$ cat src/pkg/tms_pkg.sv
// Constants, types and register map of the 8-bit timer with shared prescalers
// Functional notes
// With hold mode set, written prescaler-reset bits stay set and keep prescalers reset.
// Writing hold mode to zero clears both prescaler-reset bits together.
// Sync prescaler-reset bit resets the shared prescaler; self-clears unless hold mode.
// Counter and both compare registers are eight bits wide.
// Each interrupt request is a flag bit, gated by its own mask bit.
// Timer clocks from internal prescaler or crystal oscillator, chosen by async status.
// Timer never advances while no clock source is selected.
// Both buffered compare registers are compared with the counter on every tick.
// Compare match on A or B sets the matching compare flag.
// Compare results drive PWM or toggling waveforms on the two outputs.
// Timer runs only while its power-off bit is zero.
// Bottom indication asserts when the counter becomes zero.
// Maximum indication asserts when the counter becomes 0xFF.
// Top is 0xFF or compare A, depending on mode.
// Three interrupt sources: overflow, compare A, compare B.
// Clock selection output is the tick that advances the counter.
// Clock select zero stops counting; counter stays readable and writable.
// Software write to counter beats clear or count in the same cycle.
// Tick derives from system clock unless async clock select is one.
// Async prescaler-reset bit resets the async prescaler; self-clears unless hold mode.
package tms_pkg;

    // ----------------------------------------------------------------
    // Register byte addresses
    // ----------------------------------------------------------------
    localparam logic [7:0] TMS_OFS_SYNC_CTRL = 8'h00;
    localparam logic [7:0] TMS_OFS_COUNTER = 8'h04;
    localparam logic [7:0] TMS_OFS_CMP_A = 8'h08;
    localparam logic [7:0] TMS_OFS_CMP_B = 8'h0C;
    localparam logic [7:0] TMS_OFS_FLAGS = 8'h10;
    localparam logic [7:0] TMS_OFS_MASK = 8'h14;
    localparam logic [7:0] TMS_OFS_ASYNC = 8'h18;
    localparam logic [7:0] TMS_OFS_CONTROL = 8'h1C;
    localparam logic [7:0] TMS_OFS_POWER = 8'h20;

    // ----------------------------------------------------------------
    // Field positions
    // ----------------------------------------------------------------
    localparam int TMS_BIT_HOLD = 7;
    localparam int TMS_BIT_ASYNC_RST = 1;
    localparam int TMS_BIT_SYNC_RST = 0;
    localparam int TMS_BIT_ASYNC_SEL = 5;
    localparam int TMS_BIT_POWER_OFF = 0;
    localparam int TMS_POS_CS = 0;
    localparam int TMS_POS_MODE = 3;
    localparam int TMS_BIT_WAVE_A = 6;
    localparam int TMS_BIT_WAVE_B = 7;

    // ----------------------------------------------------------------
    // Reset values, fixed counter values and prescaler width
    // ----------------------------------------------------------------
    localparam logic [7:0] TMS_RST_BYTE = 8'h00;
    localparam logic TMS_RST_POWER_OFF = 1'b0;
    localparam logic [7:0] TMS_BOTTOM = 8'h00;
    localparam logic [7:0] TMS_MAX = 8'hFF;
    localparam int TMS_PRESCALE_BITS = 10;

    // Counting modes
    typedef enum logic [1:0] {
        TMS_MODE_NORMAL,
        TMS_MODE_CTC,
        TMS_MODE_PWM_MAX,
        TMS_MODE_PWM_CMP
    } tms_mode_e;

    // Interrupt sources, one bit each
    typedef struct packed {
        logic cmp_b;
        logic cmp_a;
        logic overflow;
    } tms_irq_s;

endpackage

$ cat src/verilog/tms_prescaler.sv
// Free-running prescaler with reset and divided tick taps
`timescale 1ns/1ns
module tms_prescaler
    import tms_pkg::*;
#(
    parameter int WIDTH = TMS_PRESCALE_BITS
)
(
    input wire logic clk, // System clock
    input wire logic reset_n, // Async reset, active low
    input wire logic clear, // Prescaler reset, level
    input wire logic step, // Advance enable
    output logic [7:0] taps // Tick per clock select code
);

    // Taps read count[9:0], so narrower counters cannot serve them
    if (WIDTH < 10)
    begin : g_width_check
        $error("tms_prescaler: WIDTH must be at least 10");
    end

    logic [WIDTH-1:0] count;

    // ------------------------------------------------------------
    // Counter
    // ------------------------------------------------------------
    always_ff @(posedge clk or negedge reset_n)
    begin
        if (!reset_n)
            count <= '0;
        else if (clear)
            count <= '0;
        else if (step)
            count <= count + 1'b1;
    end

    // ------------------------------------------------------------
    // Taps: 0 none, 1 direct, then /8 /32 /64 /128 /256 /1024
    // ------------------------------------------------------------
    always_comb
    begin
        taps[0] = 1'b0;
        taps[1] = step && !clear;
        taps[2] = taps[1] && (&count[2:0]);
        taps[3] = taps[1] && (&count[4:0]);
        taps[4] = taps[1] && (&count[5:0]);
        taps[5] = taps[1] && (&count[6:0]);
        taps[6] = taps[1] && (&count[7:0]);
        taps[7] = taps[1] && (&count[9:0]);
    end

endmodule

$ cat src/verilog/tms_timer.sv
// 8-bit timer with compare channels, flags, masks and shared prescaler control
//
// Decided for this implementation: the address map and the APB register port.
`timescale 1ns/1ns
module tms_timer
    import tms_pkg::*;
(
    input wire logic clk, // System clock, 125 MHz
    input wire logic reset_n, // Async reset, active low
    input wire logic psel, // APB select
    input wire logic penable, // APB access phase
    input wire logic pwrite, // APB write
    input wire logic [7:0] paddr, // APB byte address
    input wire logic [31:0] pwdata, // APB write data
    output logic [31:0] prdata, // APB read data
    output logic pready, // APB ready
    output logic pslverr, // APB error on unmapped address
    input wire logic crystal_osc_pins, // Crystal oscillator clock pin
    output tms_irq_s irq_request, // Flag and mask per source
    output logic wave_out_a, // Compare output A
    output logic wave_out_b, // Compare output B
    output logic at_bottom, // Counter is zero
    output logic at_max, // Counter is 0xFF
    output logic [7:0] sync_taps // Shared sync prescaler ticks
);

    // ------------------------------------------------------------
    // Registers
    // ------------------------------------------------------------
    logic sync_hold_mode;
    logic sync_prescaler_reset;
    logic async_prescaler_reset;
    logic [7:0] counter_value;
    logic [7:0] compare_a_value;
    logic [7:0] compare_b_value;
    logic [7:0] compare_a_buf;
    logic [7:0] compare_b_buf;
    tms_irq_s irq_flag_reg;
    tms_irq_s irq_mask_reg;
    logic async_clock_select;
    logic [2:0] clock_select_field;
    tms_mode_e mode;
    logic wave_en_a;
    logic wave_en_b;
    logic timer_power_off;

    logic osc_meta;
    logic osc_sync;
    logic osc_prev;
    logic osc_edge;
    logic [7:0] async_taps;
    logic timer_tick;
    logic run;
    logic pwm_mode;
    logic [7:0] top_value;
    logic at_top;
    logic match_a;
    logic match_b;
    logic wrap;
    logic [7:0] next_counter;

    logic setup;
    logic wr;
    logic mapped;
    logic [7:0] wbyte;

    assign setup = psel && !penable;
    assign wr = psel && penable && pwrite;
    assign wbyte = pwdata[7:0];
    assign pready = penable;

    // ------------------------------------------------------------
    // Address decode
    // ------------------------------------------------------------
    always_comb
    begin
        unique case (paddr)
            TMS_OFS_SYNC_CTRL, TMS_OFS_COUNTER, TMS_OFS_CMP_A, TMS_OFS_CMP_B,
            TMS_OFS_FLAGS, TMS_OFS_MASK, TMS_OFS_ASYNC, TMS_OFS_CONTROL,
            TMS_OFS_POWER: mapped = 1'b1;
            default: mapped = 1'b0;
        endcase
    end

    // ------------------------------------------------------------
    // Synchronization control
    // ------------------------------------------------------------
    always_ff @(posedge clk or negedge reset_n)
    begin
        if (!reset_n)
        begin
            sync_hold_mode <= 1'b0;
            sync_prescaler_reset <= 1'b0;
            async_prescaler_reset <= 1'b0;
        end
        else if (wr && paddr == TMS_OFS_SYNC_CTRL)
        begin
            sync_hold_mode <= wbyte[TMS_BIT_HOLD];
            // Held bits keep their written value; a zero hold clears them
            sync_prescaler_reset <= wbyte[TMS_BIT_HOLD] ? wbyte[TMS_BIT_SYNC_RST] :
                                    wbyte[TMS_BIT_SYNC_RST] && !sync_hold_mode;
            async_prescaler_reset <= wbyte[TMS_BIT_HOLD] ? wbyte[TMS_BIT_ASYNC_RST] :
                                     wbyte[TMS_BIT_ASYNC_RST] && !sync_hold_mode;
        end
        else if (!sync_hold_mode)
        begin
            sync_prescaler_reset <= 1'b0;
            async_prescaler_reset <= 1'b0;
        end
    end

    // ------------------------------------------------------------
    // Plain configuration registers
    // ------------------------------------------------------------
    always_ff @(posedge clk or negedge reset_n)
    begin
        if (!reset_n)
        begin
            compare_a_value <= TMS_RST_BYTE;
            compare_b_value <= TMS_RST_BYTE;
            irq_mask_reg <= '0;
            async_clock_select <= 1'b0;
            clock_select_field <= 3'h0;
            mode <= TMS_MODE_NORMAL;
            wave_en_a <= 1'b0;
            wave_en_b <= 1'b0;
            timer_power_off <= TMS_RST_POWER_OFF;
        end
        else if (wr)
        begin
            unique case (paddr)
                TMS_OFS_CMP_A: compare_a_value <= wbyte;
                TMS_OFS_CMP_B: compare_b_value <= wbyte;
                TMS_OFS_MASK: irq_mask_reg <= wbyte[2:0];
                TMS_OFS_ASYNC: async_clock_select <= wbyte[TMS_BIT_ASYNC_SEL];
                TMS_OFS_CONTROL:
                begin
                    clock_select_field <= wbyte[TMS_POS_CS +: 3];
                    mode <= tms_mode_e'(wbyte[TMS_POS_MODE +: 2]);
                    wave_en_a <= wbyte[TMS_BIT_WAVE_A];
                    wave_en_b <= wbyte[TMS_BIT_WAVE_B];
                end
                TMS_OFS_POWER: timer_power_off <= wbyte[TMS_BIT_POWER_OFF];
                default: ;
            endcase
        end
    end

    // ------------------------------------------------------------
    // Crystal pin synchroniser and edge detector
    // ------------------------------------------------------------
    always_ff @(posedge clk or negedge reset_n)
    begin
        if (!reset_n)
        begin
            osc_meta <= 1'b0;
            osc_sync <= 1'b0;
            osc_prev <= 1'b0;
        end
        else
        begin
            osc_meta <= crystal_osc_pins;
            osc_sync <= osc_meta;
            osc_prev <= osc_sync;
        end
    end

    assign osc_edge = osc_sync && !osc_prev;

    // ------------------------------------------------------------
    // Prescalers
    // ------------------------------------------------------------
    tms_prescaler #(
        .WIDTH(TMS_PRESCALE_BITS)
    ) u_sync_prescaler (
        .clk(clk),
        .reset_n(reset_n),
        .clear(sync_prescaler_reset),
        .step(1'b1),
        .taps(sync_taps)
    );

    tms_prescaler #(
        .WIDTH(TMS_PRESCALE_BITS)
    ) u_async_prescaler (
        .clk(clk),
        .reset_n(reset_n),
        .clear(async_prescaler_reset),
        .step(async_clock_select ? osc_edge : 1'b1),
        .taps(async_taps)
    );

    // ------------------------------------------------------------
    // Clock selection and tick
    // ------------------------------------------------------------
    assign run = !timer_power_off && clock_select_field != 3'h0;
    assign timer_tick = run && async_taps[clock_select_field];

    // ------------------------------------------------------------
    // Top, matches and wrap
    // ------------------------------------------------------------
    assign pwm_mode = mode == TMS_MODE_PWM_MAX || mode == TMS_MODE_PWM_CMP;
    // Top is 0xFF or compare A by mode
    assign top_value = (mode == TMS_MODE_CTC || mode == TMS_MODE_PWM_CMP) ?
                       compare_a_buf : TMS_MAX;
    assign at_top = counter_value == top_value;
    assign match_a = counter_value == compare_a_buf;
    assign match_b = counter_value == compare_b_buf;
    assign wrap = timer_tick && (at_top || counter_value == TMS_MAX);

    always_comb
    begin
        if (wrap)
            next_counter = TMS_BOTTOM;
        else
            next_counter = counter_value + 8'h01;
    end

    // ------------------------------------------------------------
    // Counter
    // ------------------------------------------------------------
    always_ff @(posedge clk or negedge reset_n)
    begin
        if (!reset_n)
            counter_value <= TMS_RST_BYTE;
        else if (wr && paddr == TMS_OFS_COUNTER)
            counter_value <= wbyte;
        else if (timer_tick)
            counter_value <= next_counter;
    end

    // ------------------------------------------------------------
    // Compare buffers: direct outside PWM, at bottom in PWM
    // ------------------------------------------------------------
    always_ff @(posedge clk or negedge reset_n)
    begin
        if (!reset_n)
        begin
            compare_a_buf <= TMS_RST_BYTE;
            compare_b_buf <= TMS_RST_BYTE;
        end
        else if (!pwm_mode || wrap)
        begin
            compare_a_buf <= compare_a_value;
            compare_b_buf <= compare_b_value;
        end
    end

    // ------------------------------------------------------------
    // Flags: set beats a write-one clear
    // ------------------------------------------------------------
    always_ff @(posedge clk or negedge reset_n)
    begin
        if (!reset_n)
            irq_flag_reg <= '0;
        else
        begin
            if (wr && paddr == TMS_OFS_FLAGS)
                irq_flag_reg <= irq_flag_reg & ~tms_irq_s'(wbyte[2:0]);
            if (wrap)
                irq_flag_reg.overflow <= 1'b1;
            if (timer_tick && match_a)
                irq_flag_reg.cmp_a <= 1'b1;
            if (timer_tick && match_b)
                irq_flag_reg.cmp_b <= 1'b1;
        end
    end

    assign irq_request = irq_flag_reg & irq_mask_reg;

    // ------------------------------------------------------------
    // Waveform outputs: toggle on match, or PWM set at bottom
    // ------------------------------------------------------------
    always_ff @(posedge clk or negedge reset_n)
    begin
        if (!reset_n)
        begin
            wave_out_a <= 1'b0;
            wave_out_b <= 1'b0;
        end
        else if (timer_tick)
        begin
            if (pwm_mode)
            begin
                // Match clears, next bottom sets
                if (wave_en_a && match_a)
                    wave_out_a <= 1'b0;
                else if (wave_en_a && wrap)
                    wave_out_a <= 1'b1;
                if (wave_en_b && match_b)
                    wave_out_b <= 1'b0;
                else if (wave_en_b && wrap)
                    wave_out_b <= 1'b1;
            end
            else
            begin
                if (wave_en_a && match_a)
                    wave_out_a <= !wave_out_a;
                if (wave_en_b && match_b)
                    wave_out_b <= !wave_out_b;
            end
        end
    end

    // ------------------------------------------------------------
    // Bottom and maximum indications
    // ------------------------------------------------------------
    always_ff @(posedge clk or negedge reset_n)
    begin
        if (!reset_n)
        begin
            at_bottom <= 1'b1;
            at_max <= 1'b0;
        end
        else
        begin
            at_bottom <= counter_value == TMS_BOTTOM;
            at_max <= counter_value == TMS_MAX;
        end
    end

    // ------------------------------------------------------------
    // APB read data and error, captured in setup phase
    // ------------------------------------------------------------
    always_ff @(posedge clk or negedge reset_n)
    begin
        if (!reset_n)
        begin
            prdata <= 32'h0000_0000;
            pslverr <= 1'b0;
        end
        else if (setup)
        begin
            pslverr <= !mapped;
            prdata <= 32'h0000_0000;
            unique case (paddr)
                TMS_OFS_SYNC_CTRL: prdata[7:0] <= {sync_hold_mode, 5'h00,
                                                   async_prescaler_reset,
                                                   sync_prescaler_reset};
                TMS_OFS_COUNTER: prdata[7:0] <= counter_value;
                TMS_OFS_CMP_A: prdata[7:0] <= compare_a_value;
                TMS_OFS_CMP_B: prdata[7:0] <= compare_b_value;
                TMS_OFS_FLAGS: prdata[2:0] <= irq_flag_reg;
                TMS_OFS_MASK: prdata[2:0] <= irq_mask_reg;
                TMS_OFS_ASYNC: prdata[TMS_BIT_ASYNC_SEL] <= async_clock_select;
                TMS_OFS_CONTROL: prdata[7:0] <= {wave_en_b, wave_en_a, 1'b0, mode,
                                                 clock_select_field};
                TMS_OFS_POWER: prdata[TMS_BIT_POWER_OFF] <= timer_power_off;
                default: ;
            endcase
        end
    end

endmodule
$ cat config.mk
export PLATFORM = sky130hd
export DESIGN_NAME = tms_timer
export DESIGN_NICKNAME = d
export VERILOG_FILES = /design/src/pkg/tms_pkg.sv /design/src/verilog/tms_prescaler.sv /design/src/verilog/tms_timer.sv
export SDC_FILE = /design/constraint.sdc
export NUM_CORES = 1
export LEC_CHECK = 0
export BUFFER_PORTS_ARGS = -buffer_cell sky130_fd_sc_hd__buf_2
export CORE_ASPECT_RATIO = 2
export CORE_MARGIN = 3
export CORE_UTILIZATION = 60
export DETAILED_ROUTE_END_ITERATION = 16
export GPL_TIMING_DRIVEN = 0
export HOLD_SLACK_MARGIN = 0.03
export PLACE_DENSITY = 0.82
export SLEW_MARGIN = 20
export SYNTH_ARGS = -nofsm -noshare
export SYNTH_HDL_FRONTEND = slang
export SYNTH_SLANG_ARGS = --single-unit
$ cat constraint.sdc
create_clock -name clk -period 6.7 [get_ports clk]
set_clock_uncertainty 0.15 [all_clocks]
set_input_delay 0.67 -clock clk [delete_from_list [all_inputs] [get_ports clk]]
set_output_delay 0.67 -clock clk [all_outputs]
set_load 0.02 [all_outputs]
==> metrics.yaml <==
worst_setup_path:
  crit_chain: "ha_1, and3_1, nand3_1, nor4b_1, nor2_1, o21ai_4, buf_12, mux2_4"
  crit_slowest_cell: "nor4b_1"
  worst-r2r-cell-count: 8
  reg2reg_slack_ns: 3.68
  worst-path-stages: 8
  worst-path-buf-inv: 1
  path_max_fanout: 10
  endpoint_kind: "flip-flop"
  cpPeakStageDelay_ns: 0.71
  crit_path_start_kind: "flip-flop"
  path_delay_family: "simple AND/OR/NAND/NOR gates"
  cp.required_ns: 6.78
  cp_data_arrival_time_ns: 3.11
  criticalPathCategory: "flip-flop to flip-flop"
global_route:
  grt_pass1_wl_mm: 20.8
  grt_max_degree: 51
  antenna_found_initial: 0
  grt_usage: 0.286
  use_met2: 0.502
  grt_pass1_vias: 4093
  grt_use_met3: 0.0511
  grt_busiest_layer: "met2"
  grt.met1_usage: 0.295
  overflow: 0
sta:
  period_minus_slack_ns: 3.02
  slew_violations: 0
  setup_viol: 0
  setup-tns-final_ns: 0
  finalHoldWorstSlack_ns: 0.171
  worstMarginPinSlew_ns: 0.894
  slew_headroom: 0.402
  hold_viol: 0
  final.period_utilization: 0.451
  rsz0062_at_grt: "false"
  maxClockFrequency_ghz: 0.331
cells_and_area:
  final_cells: 665
  reg.largest.list: "u_async_prescaler.count (10), u_sync_prescaler.count (10)"
  layout-drive-gt1-share: 0.271
  nets: 618
  n_antenna_cell: 0
  syn_to_final_growth_pct: 14.7
routing:
  post-route-drc-count: 0
  wirelength_mm: 13.3
  ant_nets: 0
  dr_total_vias: 4128
  firstDrtPassIters: 5
  initialDrtViolationCount: 371
  vias_per_cell: 6.21
  post_drt_wl_per_cell_um: 20.0
clock_tree:
  ctsResizeCount: 0
  holdBufCountCts: 0
  cts_buffers: 9
  clk_pin_slew_worst_paths_ns: 0.07
  cts_sinks: 94
  insertion_delay_ns: 0.35
  cts_setup_buffers: 0
  cts_tree: "done"
  cts_max_level: 3
  clockBufferDepth: 2
  clockRootBuffer: "clkbuf_16"
synth:
  syn_area_per_cell_um2: 10.5
  synth_edf_count: 0
  synth_seq_cells: 94
  synth_cells: 484
  seq_area_frac_synth: 0.463
  synthArstFlopShare: 1.00
  synthDistinctLibCells: 67
  syn_area_mm2: 0.00508
  yosys_warnings: 0
  synth_ff_type: "dfrtp_1"
min_path:
  hp-class: "input port to async pin"
place:
  placed_cells: 649
  port_buffers: 44
  place.gp.congestion: 0.925
  dpl.hpwl_mm: 9.90
floorplanning:
  start_util: 0.630
  die_w_um: 71.1
  core_mm2: 0.00806
  dieArea_mm2: 0.00967
  die-height_um: 136
  row_count: 46
  io_pins: 95
job:
  maxCapViolCount: 0
pwr:
  peakVddDrop_mv: 0.210
  p_per_area_mw_per_mm2: 251
  leakage_nw: 2.87
status:
  status: "complete, no violations"
[routing by layer]
layer	wire (µm)	share of wire
met5	0	0
met4	965	0.072
met3	685	0.051
met2	7170	0.54
met1	4510	0.34
[power by group]
part           switching, mW  internal, mW
logic                  0.159         0.117
registers             0.0669         0.624
clock network          0.224         0.273
[cells in the final DEF, fill, tap and decap left out, drive strengths merged, types with 20 or more instances in the layout]
cell type,netlist,final
dfrtp,93,93
buf,36,81
mux2,44,44
nor2,42,42
nand2,38,38
conb,1,25
a21oi,22,22
o21ai,21,21
clkbuf,9,21
nand3,20,20
[stage by stage]
stage,util,instance area (µm²),worst slack [ns],total power [mW]
after floorplan,-,5170,4.14,0.880
after global placement,0.684,5510,3.65,0.956
after detailed placement,0.688,5540,3.68,0.972
after CTS,0.723,5830,3.76,1.46
after global routing,0.723,5830,3.60,1.53
final,0.723,5830,3.68,1.46
[cell type report]
type                            count  area, µm²
Buffer                             45        308
Clock buffer                       12        256
Clock inverter                      4       31.3
Fill cell                         628       2230
Inverter                            8       30.0
Multi-Input combinational cell    361       2480
Sequential cell                    94       2350
Tap cell                           96        120
Timing Repair Buffer               45        250
[worst paths after layout]
| kind | from | endpoint |
|---|---|---|
| setup / recovery | u_async_prescaler.count[0] | compare_a_buf[0] |
| hold / removal | reset_n | compare_a_buf[0] |
| setup reg to reg | u_async_prescaler.count[0] | compare_a_buf[0] |
| hold reg to reg | osc_meta | osc_sync |
| max in group asynchronous | reset_n | at_bottom |
| min in group clk | osc_meta | osc_sync |
[logic make-up after synthesis]
family | after synthesis | share of synthesized area
buffers and inverters | 53 | 0.0665
adder cells (fa/ha/maj) | 8 | 0.0197
other | 1 | 0.000738
AND/OR/NAND/NOR | 170 | 0.176
flip-flops | 94 | 0.463
multiplexers | 52 | 0.121
AO/OA/AOI/OAI | 86 | 0.118
XOR/XNOR | 20 | 0.0345
[worst register-to-register path, stage by stage, from the launching register on]
cell and delay (ns):
dfrtp_1 0.39, ha_1 0.19, and3_1 0.19, nand3_1 0.12, nor4b_1 0.71, nor2_1 0.26, o21ai_4 0.39, buf_12 0.21
mux2_4 0.31
[synthesized netlist by cell type, types with 3 or more instances]
cell type,instances,area [µm²]
mux2_2,34,383
a32oi_1,3,26.3
xnor2_1,6,52.6
o21ai_0,19,95.1
nor2_1,42,158
ha_1,8,100
a221oi_1,5,43.8
a21oi_1,21,105
nand3_1,20,100
nand4_1,3,18.8
nor3_2,3,30.0
and3_1,8,50.1
a22o_1,3,26.3
xor2_1,14,123
nor2b_1,12,75.1
or3_1,6,37.5
nand2_1,38,143
nand2b_1,9,56.3
a21o_1,3,22.5
a22oi_1,4,30.0
dfrtp_1,93,2330
nor4_1,3,18.8
nor3_1,3,15.0
clkbuf_1,9,33.8
and2_1,5,31.3
a31oi_1,4,25.0
mux2i_1,8,80.1
buf_2,5,25.0
inv_1,8,30.0
and4_1,3,26.3
buf_4,27,203
mux2_4,10,150
No activity file was read; power rests on OpenSTA's default activity.
